### src/pkg/apdu_pkg.sv
// Constants for the automatic power-down unit
// What this block does
// - Idle strobe starts four-bit aux-clock counter
// - Fifteen idle aux periods raise power-down
// - Enable, chip-select high and no reset permit entry
// - Strobe pulses end power-down at once
// - Chip-select low or reset ends power-down
// - Power-down blocks bus, deselects memories
// - Counter keeps aux clock despite blocking
// - Pins hold, address undefined, data tri-state
// - Power-down leaves logic arrays unchanged
// - Chip-select high disables memories, io space
// - Chip-select deselect blocks nothing else
// - Host writes power-mode registers; bits block
// - First register bit 3 turns turbo off
// - Aux clock feeds macrocells and counter
// - First register bit 1 enables power-down
// - Registers clear at power-up only
// - Second register bits 2-6 block array inputs
// - Bits 4,5 disconnect aux from array, macrocells
package apdu_pkg;
  localparam int APDU_CNT_W = 4;
  localparam logic [3:0] APDU_IDLE_LIMIT = 4'hf;
  localparam logic [7:0] APDU_PMR_RESET = 8'h00;
  localparam int APDU_R0_APD_EN = 1;
  localparam int APDU_R0_TURBO_OFF = 3;
  localparam int APDU_R0_ARRAY_CLK_OFF = 4;
  localparam int APDU_R0_MCELL_CLK_OFF = 5;
  localparam int APDU_R2_CNTL0 = 2;
  localparam int APDU_R2_STROBE = 5;
  localparam int APDU_R2_DBE = 6;
  localparam int APDU_R2_BLK_N = 5;
  localparam logic [7:0] APDU_R0_USED = 8'h3a;
  localparam logic [7:0] APDU_R2_USED = 8'h7c;
endpackage

### src/pkg/apdu_idle_if.sv
// Link between the power-down controller and its idle counter
`timescale 1ns/100ps
interface apdu_idle_if;
  logic enable;
  logic clear;
  logic aux_rise;
  logic expired;
  modport ctrl (output enable, output clear, output aux_rise, input expired);
  modport cnt (input enable, input clear, input aux_rise, output expired);
endinterface

### src/hdl/apdu_idle_counter.sv
// Four-bit idle counter stepped on auxiliary clock periods
`timescale 1ns/100ps
module apdu_idle_counter
  import apdu_pkg::*;
(
  // Clock and reset
  input wire logic core_clk,
  input wire logic rst_n,
  // Controller side
  apdu_idle_if.cnt idle
);
  logic [APDU_CNT_W-1:0] cnt_q;

  always_ff @(posedge core_clk or negedge rst_n) begin
    if (!rst_n) begin
      cnt_q <= '0;
    end else if (!idle.enable || idle.clear) begin
      cnt_q <= '0;
    end else if (idle.aux_rise && cnt_q != APDU_IDLE_LIMIT) begin
      cnt_q <= cnt_q + 1'b1;
    end
  end

  assign idle.expired = (cnt_q == APDU_IDLE_LIMIT);

  property p_cnt_clear;
    @(posedge core_clk) disable iff (!rst_n) idle.clear |=> cnt_q == '0;
  endproperty
  a_cnt_clear: assert property (p_cnt_clear) else $error("idle counter not cleared");
  property p_cnt_step;
    @(posedge core_clk) disable iff (!rst_n)
    (idle.enable && !idle.clear && idle.aux_rise && !idle.expired) |=>
      cnt_q == $past(cnt_q) + 1'b1;
  endproperty
  a_cnt_step: assert property (p_cnt_step) else $error("idle counter did not step");
endmodule

### src/hdl/apdu_power_down.sv
// Automatic power-down controller with power-mode registers and gating
`timescale 1ns/100ps
module apdu_power_down
  import apdu_pkg::*;
(
  // Clock and resets
  input wire logic core_clk,
  input wire logic rst_n,
  input wire logic reset_in,
  // Host pins, asynchronous
  input wire logic address_strobe_in,
  input wire logic aux_clock_in,
  input wire logic chip_select_in,
  // Host bus toward memories and arrays
  input wire logic [15:0] host_addr,
  input wire logic [7:0] host_data,
  input wire logic cntl0_in,
  input wire logic cntl1_in,
  input wire logic cntl2_in,
  input wire logic data_byte_enable,
  // Power-mode register writes
  input wire logic pmr_first_we,
  input wire logic pmr_second_we,
  input wire logic [7:0] pmr_wdata,
  // Port functions for pin gating
  input wire logic addr_out_en,
  input wire logic data_port_en,
  input wire logic periph_io_en,
  // Status and register read back
  output logic power_down_flag,
  output logic [7:0] power_mode_reg_first,
  output logic [7:0] power_mode_reg_second,
  // Memory side
  output logic [15:0] mem_addr,
  output logic [7:0] mem_data,
  output logic flash_sel,
  output logic sram_sel,
  output logic io_control_space_sel,
  // Logic array side
  output logic [15:0] array_addr,
  output logic [7:0] array_data,
  output logic array_cntl0,
  output logic array_cntl1,
  output logic array_cntl2,
  output logic array_strobe,
  output logic array_dbe,
  output logic array_aux_clk,
  output logic mcell_aux_clk,
  output logic array_turbo,
  // Pin drivers
  output logic addr_pin_oe,
  output logic data_pin_oe,
  output logic periph_pin_oe
);
  import apdu_pkg::*;

  typedef enum logic {APDU_RUN, APDU_DOWN} apdu_state_t;

  apdu_idle_if idle ();
  apdu_state_t state_q;
  logic [2:0] strobe_sync_q, aux_sync_q, cs_sync_q;
  logic strobe_act, aux_rise, cs_n_lvl, apd_en;
  logic [7:0] pmr0_q, pmr2_q;
  logic rst_sync_q, rst_lvl_q, wake;

  // Two-flop synchronisers plus a third stage for edges
  always_ff @(posedge core_clk or negedge rst_n) begin
    if (!rst_n) begin
      strobe_sync_q <= 3'h0;
      aux_sync_q <= 3'h0;
      cs_sync_q <= 3'h7;
      rst_sync_q <= 1'b0;
      rst_lvl_q <= 1'b0;
    end else begin
      strobe_sync_q <= {strobe_sync_q[1:0], address_strobe_in};
      aux_sync_q <= {aux_sync_q[1:0], aux_clock_in};
      cs_sync_q <= {cs_sync_q[1:0], chip_select_in};
      rst_sync_q <= reset_in;
      rst_lvl_q <= rst_sync_q;
    end
  end

  assign strobe_act = strobe_sync_q[2] ^ strobe_sync_q[1];
  assign aux_rise = aux_sync_q[1] & ~aux_sync_q[2];
  assign cs_n_lvl = cs_sync_q[1];
  assign apd_en = pmr0_q[APDU_R0_APD_EN];

  // Power-mode registers, cleared only by power-up reset
  always_ff @(posedge core_clk or negedge rst_n) begin
    if (!rst_n) begin
      pmr0_q <= APDU_PMR_RESET;
      pmr2_q <= APDU_PMR_RESET;
    end else begin
      if (pmr_first_we) begin
        pmr0_q <= pmr_wdata & APDU_R0_USED;
      end
      if (pmr_second_we) begin
        pmr2_q <= pmr_wdata & APDU_R2_USED;
      end
    end
  end

  assign idle.enable = apd_en;
  assign idle.clear = strobe_act;
  assign idle.aux_rise = aux_rise;

  apdu_idle_counter u_cnt (
    .core_clk(core_clk),
    .rst_n(rst_n),
    .idle(idle)
  );

  assign wake = strobe_act || !cs_n_lvl || rst_lvl_q || !apd_en;

  always_ff @(posedge core_clk or negedge rst_n) begin
    if (!rst_n) begin
      state_q <= APDU_RUN;
    end else begin
      unique case (state_q)
        APDU_RUN: begin
          if (!wake && idle.expired) begin
            state_q <= APDU_DOWN;
          end
        end
        APDU_DOWN: begin
          if (wake) begin
            state_q <= APDU_RUN;
          end
        end
      endcase
    end
  end

  assign power_down_flag = (state_q == APDU_DOWN);
  assign power_mode_reg_first = pmr0_q;
  assign power_mode_reg_second = pmr2_q;

  // Bus toward memories and arrays; power-down blocks it
  always_ff @(posedge core_clk or negedge rst_n) begin
    if (!rst_n) begin
      mem_addr <= 16'h0000;
      mem_data <= 8'h00;
      array_addr <= 16'h0000;
      array_data <= 8'h00;
    end else if (!power_down_flag) begin
      mem_addr <= host_addr;
      mem_data <= host_data;
      array_addr <= host_addr;
      array_data <= host_data;
    end
  end

  // Memory selects: dropped by power-down or chip-select high
  always_comb begin
    sram_sel = !power_down_flag && !cs_n_lvl;
    flash_sel = sram_sel;
    io_control_space_sel = sram_sel;
  end

  // Array inputs gated only by blocking bits, never by power-down
  always_comb begin
    array_cntl0 = cntl0_in & ~pmr2_q[APDU_R2_CNTL0];
    array_cntl1 = cntl1_in & ~pmr2_q[APDU_R2_CNTL0 + 1];
    array_cntl2 = cntl2_in & ~pmr2_q[APDU_R2_CNTL0 + 2];
    array_strobe = strobe_sync_q[1] & ~pmr2_q[APDU_R2_STROBE];
    array_dbe = data_byte_enable & ~pmr2_q[APDU_R2_DBE];
    array_aux_clk = aux_sync_q[1] & ~pmr0_q[APDU_R0_ARRAY_CLK_OFF];
    mcell_aux_clk = aux_sync_q[1] & ~pmr0_q[APDU_R0_MCELL_CLK_OFF];
    array_turbo = ~pmr0_q[APDU_R0_TURBO_OFF];
  end

  // Pin drivers: data and peripheral float, address left undriven
  always_comb begin
    addr_pin_oe = addr_out_en & ~power_down_flag;
    data_pin_oe = data_port_en & ~power_down_flag;
    periph_pin_oe = periph_io_en & ~power_down_flag;
  end

  property p_enter;
    @(posedge core_clk) disable iff (!rst_n)
    (state_q == APDU_RUN && idle.expired && !wake) |=> power_down_flag;
  endproperty
  a_enter: assert property (p_enter) else $error("no power-down entry");
  property p_no_entry_disabled;
    @(posedge core_clk) disable iff (!rst_n) !apd_en |=> !power_down_flag;
  endproperty
  a_no_entry_disabled: assert property (p_no_entry_disabled) else $error("entry while off");
  property p_wake_strobe;
    @(posedge core_clk) disable iff (!rst_n) (power_down_flag && strobe_act) |=> !power_down_flag;
  endproperty
  a_wake_strobe: assert property (p_wake_strobe) else $error("strobe did not wake");
  property p_wake_cs;
    @(posedge core_clk) disable iff (!rst_n) (power_down_flag && !cs_n_lvl) |=> !power_down_flag;
  endproperty
  a_wake_cs: assert property (p_wake_cs) else $error("chip select did not wake");
  property p_wake_rst;
    @(posedge core_clk) disable iff (!rst_n) (power_down_flag && rst_lvl_q) |=> !power_down_flag;
  endproperty
  a_wake_rst: assert property (p_wake_rst) else $error("reset did not wake");
  property p_desel;
    @(posedge core_clk) disable iff (!rst_n)
    (power_down_flag || cs_n_lvl) |-> !sram_sel && !flash_sel && !io_control_space_sel;
  endproperty
  a_desel: assert property (p_desel) else $error("memory selected");
  property p_hold_bus;
    @(posedge core_clk) disable iff (!rst_n) power_down_flag |=> $stable(mem_addr);
  endproperty
  a_hold_bus: assert property (p_hold_bus) else $error("bus not blocked");
  property p_pmr_keep;
    @(posedge core_clk) disable iff (!rst_n)
    (!pmr_first_we && !pmr_second_we) |=> $stable(pmr0_q) && $stable(pmr2_q);
  endproperty
  a_pmr_keep: assert property (p_pmr_keep) else $error("register changed");
  property p_turbo;
    @(posedge core_clk) disable iff (!rst_n)
    pmr_first_we |=> array_turbo == !$past(pmr_wdata[APDU_R0_TURBO_OFF]);
  endproperty
  a_turbo: assert property (p_turbo) else $error("turbo mismatch");
  c_enter: cover property (@(posedge core_clk) disable iff (!rst_n) $rose(power_down_flag));
  c_exit: cover property (@(posedge core_clk) disable iff (!rst_n) $fell(power_down_flag));
  c_block: cover property (@(posedge core_clk) disable iff (!rst_n) pmr2_q[APDU_R2_DBE]);
endmodule

### config.mk
export PLATFORM = sky130hd
export DESIGN_NAME = apdu_power_down
export DESIGN_NICKNAME = d
export VERILOG_FILES = /design/src/pkg/apdu_pkg.sv /design/src/pkg/apdu_idle_if.sv /design/src/hdl/apdu_idle_counter.sv /design/src/hdl/apdu_power_down.sv
export SDC_FILE = /design/constraint.sdc
export NUM_CORES = 1
export LEC_CHECK = 0
export BUFFER_PORTS_ARGS = -buffer_cell sky130_fd_sc_hd__buf_4
export CAP_MARGIN = 20
export CORE_MARGIN = 2
export CORE_UTILIZATION = 30
export DETAILED_ROUTE_END_ITERATION = 16
export GPL_ROUTABILITY_DRIVEN = 1
export PLACE_DENSITY = 0.68
export SETUP_SLACK_MARGIN = 0.05
export SLEW_MARGIN = 15
export SYNTH_ARGS = -nofsm -noshare
export SYNTH_HDL_FRONTEND = slang
export SYNTH_SLANG_ARGS = --single-unit
### constraint.sdc
create_clock -name core_clk -period 2.4 [get_ports core_clk]
set_clock_uncertainty 0.15 [all_clocks]
set_input_delay 0.36 -clock core_clk [delete_from_list [all_inputs] [get_ports core_clk]]
set_output_delay 0.36 -clock core_clk [all_outputs]
set_load 0.02 [all_outputs]
# Yosys cells after proc, flatten, opt, wreduce, memory -nomap -nowiden
# Cells that the tools add are included.
[word_totals]
regBits = 48
inputBits = 47
out_inout_bits = 79
wordCells = 53
[op_classes]
n_addsub = 1
n_eq_ne = 2
n_mux = 5
n_bitwise = 22
reduce_logical = 12
[op_table]
columns = ["cell", "n"]
rows = [
  ["bitwise AND 1 bit", 11],
  ["inverter 1 bit", 10],
  ["two-way mux 4 bit", 2],
  ["adder 4 x 1 -> 4 bit (second input constant)", 1],
  ["equality test 4 bit (second input constant)", 1],
  ["logical NOT 1 bit", 4],
  ["logical OR 1 bit", 4],
  ["inequality test 4 bit (second input constant)", 1],
  ["logical AND 1 bit", 3],
  ["two-way mux 1 bit", 2],
  ["one-hot mux 1 bit (2 select lines)", 1],
  ["nonzero test 2 bit", 1],
  ["XOR 1 bit", 1],
]

# Logic depth before layout (Yosys ltp)
[logic_depth]
ltp_word = 8
depth_mapped = 4
ltp_nobuf = 4

# By module
# A second synthesis with hierarchy kept.
[unflattened]
cells_unflattened = 155
area_unflattened_um2 = 2112.0
[modules_own_cells]
columns = ["mod", "instances", "cells_each", "area_per_inst_um2", "seq_area_each_um2"]
rows = [
  ["apdu_power_down", 1, 133, 1880.6, 1103.6],
  ["apdu_idle_counter", 1, 22, 231.5, 100.1],
]

# Worst setup path before layout
# No wires, ideal clock.
[synth_path]
path_kind = "reg-to-output"
from = "register state_q, in the netlist power_down_flag"
to = "output port io_control_space_sel"
arrival_ns = 1.327
required_ns = 1.890
setup_slack_ns = 0.563
stages_incl_launch_ff = 5
path_buffers = 3
cell_sequence = "dfrtp_1 > buf_6 > buf_6 > nor2_1 > buf_4"
[synth_via]
elab_chain_cells = 2
[synth_rtl]
columns = ["item", "line_no", "rtl"]
rows = [
  ["start: declaration", "apdu_power_down.sv:60", "apdu_state_t state_q;"],
  ["start signal: assignment", "apdu_power_down.sv:117", "state_q <= APDU_RUN;"],
  ["start signal: assignment", "apdu_power_down.sv:122", "state_q <= APDU_DOWN;"],
  ["start signal: assignment", "apdu_power_down.sv:127", "state_q <= APDU_RUN;"],
  ["logical NOT 1 bit", "apdu_power_down.sv:155", "sram_sel = !power_down_flag && !cs_n_lvl;"],
  ["logical AND 1 bit", "apdu_power_down.sv:155", ""],
  ["end: declaration", "apdu_power_down.sv:38", "output logic io_control_space_sel,"],
]
# No other way between the ends.

# Worst setup path in the final report
[layout_path]
from = "register state_q, in the netlist power_down_flag"
to = "output port flash_sel"
[layout_via]
elab_chain_cells = 2
[layout_rtl]
columns = ["item", "line_no", "rtl"]
rows = [
  ["logical NOT 1 bit", "apdu_power_down.sv:155", ""],
  ["logical AND 1 bit", "apdu_power_down.sv:155", ""],
  ["end: declaration", "apdu_power_down.sv:36", "output logic flash_sel,"],
]
# No other way between the ends.

==> reports/summary.txt <==
Status: finished, final reports clean
GP Congestion: 0.6844
Syn. warnings: 0
Yosys reg bits: 48
Initial Util: 30.80%
Worst-path fanout max: 17
First-pass GRT wire length: 6168 microns
Die Y: 87.06 microns
Drt wl/cell: 12.51 microns
Most common cell after layout, fill and taps aside: buf_4
Antenna diodes: 0
Slew headroom: 60.09%
Final Hold Viols: 0
Worst path cell trace: nor2_1, buf_4
HP Class: input port to flop
Nets: 299
Clk pin slew, worst setup/hold paths: 90 ps
Post-CTS Setup Inserts: 0
GRT overflow: 0
Hold slack: 122.5 ps
Fillers: 656
CP max stage cell: dfrtp_1
Power density over cell area: 614.5 nW/um^2
Critical Path Sink Type: primary output
Core area: 6719 sq um
Most frequent cells in the layout: buf_4, dfrtp_1, mux2_2, nor2b_1, conb_1
Final antenna-violating net count: 0
Htree depth: 2
Lkg Pwr: 1.422 nW
M2 GR Usage: 17.77%
Port-buffer cells: 116
Gr busiest metal: met2
First-pass iteration count of the detailed router: 4
Fin crit share: 78.29%
CTS buffer count: 5
Mapped Area: 2069 sq um
Required time of the critical path: 1890 ps
Via density: 4.352
Max-cap viol count: 0
Slew Limit Fails: 0
CTS Sinks: 48
Iter 0 DRT Violations: 10
Critical hold path startpoint: pmr_wdata[3]
Reg-to-Reg Start: power_down_flag
DRT Wirelength: 4152 microns
Die area: 7579 sq um
Seq/Total Area, Yosys: 58.16%
Row Count: 30
Met3 usage: 5.024%
Area contributors post-synth: dfrtp_1, mux2_2, buf_4
Largest net degree at the start of global routing: 49
Tmin final: 1879 ps
Final setup TNS: 0 ps
Fraction of layout cells with a size suffix above 1: 63.49%
Clock insertion delay at the later pin of the skew report: 300 ps
Drt drc: 0
Post-synth cell types: 24
RSZ-0062 raised after global routing: false
Worst setup path start: power_down_flag
Synth area leader: dfrtp_1
Initial antenna violation count: 0
DP Wirelength: 3077 microns
Chip Width: 87.06 microns
Critical path class: flop to primary output
Mean Syn Cell Area: 13.53 sq um
CP startpoint kind: flop
Final Setup Violations: 0
Post-Syn Instances: 153
Fmax: 0.5322 GHz
Via count: 1445
Slew @ Worst Pin: 598.6 ps
I/O pin cnt: 126
Vias in the first global route: 1394
Root buffer cell: clkbuf_8
Met1 GRT Util: 11.57%
Peak supply drop: 0.3026 mV
CTS tree: done
CP max stage delay: 720 ps
Critical Path AT: 1370 ps
Yosys top cell area share: 55.62%
Total GRT Usage: 10.49%
Max Root-Sink Buffers: 2
Area delta synth->final: 42.32%
## cell type report
| class | count | area, sq um | area share (%) |
|---|---|---|---|
| Clock buffer | 6 | 72.57 | 2.464 |
| Clock inverter | 2 | 35.03 | 1.189 |
| Inverter | 1 | 3.754 | 0.1274 |
| Multi-Input combinational cell | 73 | 601.8 | 20.43 |
| Sequential cell | 48 | 1204 | 40.87 |
| Tap cell | 80 | 100.1 | 3.398 |
| Timing Repair Buffer | 122 | 928.4 | 31.52 |
## per-layer routing
metal  part of all wire, %  vias up
li1                      -      664
met3                    13        7
met1                    39      680
met2                    47       94
met5                     0        -
met4                   1.1        0
## cell usage after synthesis (all sizes together)
master / count
dfstp: 2
conb: 1
nand2: 2
or3: 2
and4b: 1
nor2: 2
dfrtp: 46
o21ai: 3
nand3: 1
nor4b: 1
a21oi: 4
o31ai: 1
nor2b: 11
ha: 1
nor3: 1
and3: 1
xnor2: 1
buf: 37
nand3b: 1
mux2: 32
nand2b: 1
inv: 1
## flip-flops by register name, summed over array words and instances, names as in the netlist
name,cells
rst_lvl_q,1
strobe_sync_q,3
u_cnt.cnt_q,4
power_mode_reg_first,4
rst_sync_q,1
array_addr,16
power_down_flag,1
aux_sync_q,3
power_mode_reg_second,5
mem_data,8
cs_sync_q,2
## cells by family (layout without fill, tap and decap cells)
family	after synthesis	count (layout)	synth area share, %
other cells	1	7	0.1812
buf+inv	38	131	13.84
xor+xnor	1	1	0.4233
fa+ha+maj	1	1	0.6045
compound gates	8	8	2.056
flops	48	48	58.16
mux	32	32	17.41
simple gates	24	24	7.316
## where the power goes
group | leakage [nW] | internal [mW] | switching [mW] | total [mW]
registers | 0.569 | 0.855 | 0.0320 | 0.887
clock network | 0.0552 | 0.309 | 0.264 | 0.574
logic | 0.798 | 0.174 | 0.175 | 0.349
## worst max-delay path: cells and delay by family (launching register included)
family,cells,cell delay (ps)
flops,1,720
simple gates,1,150
buf+inv,1,200
## stage by stage
step	cell area [sq um]	util, %	instances	setup slack (ps)	total power, mW
2_1_floorplan	2092	-	159	562.5	1.093
3_3_place_gp	2788	41.49	319	694.9	1.244
3_5_place_dp	2788	41.49	319	688.4	1.250
4_1_cts	2905	43.24	328	469.9	1.838
5_1_grt	2945	43.84	332	405.7	1.901
6_report	2945	43.84	332	521.2	1.810
## what timing repair did
item / CTS / global route
gates resized for setup: 0 / 0
setup endpoints to repair: 0 / 0
hold buffers: 1 / 4
hold endpoints to repair: 46 / 4
## worst paths after layout
check	to	slack, ps	depth (start not counted)
worst max-delay path	flash_sel	520	2
worst min-delay path	power_mode_reg_first[3]	120	3
worst max register to register	array_addr[13]	730	2
worst min register to register	aux_sync_q[1]	210	0
max in group asynchronous	u_cnt.cnt_q[3]	1230	2
min in group asynchronous	array_addr[15]	470	2
Power figures use the tool's default switching activity.
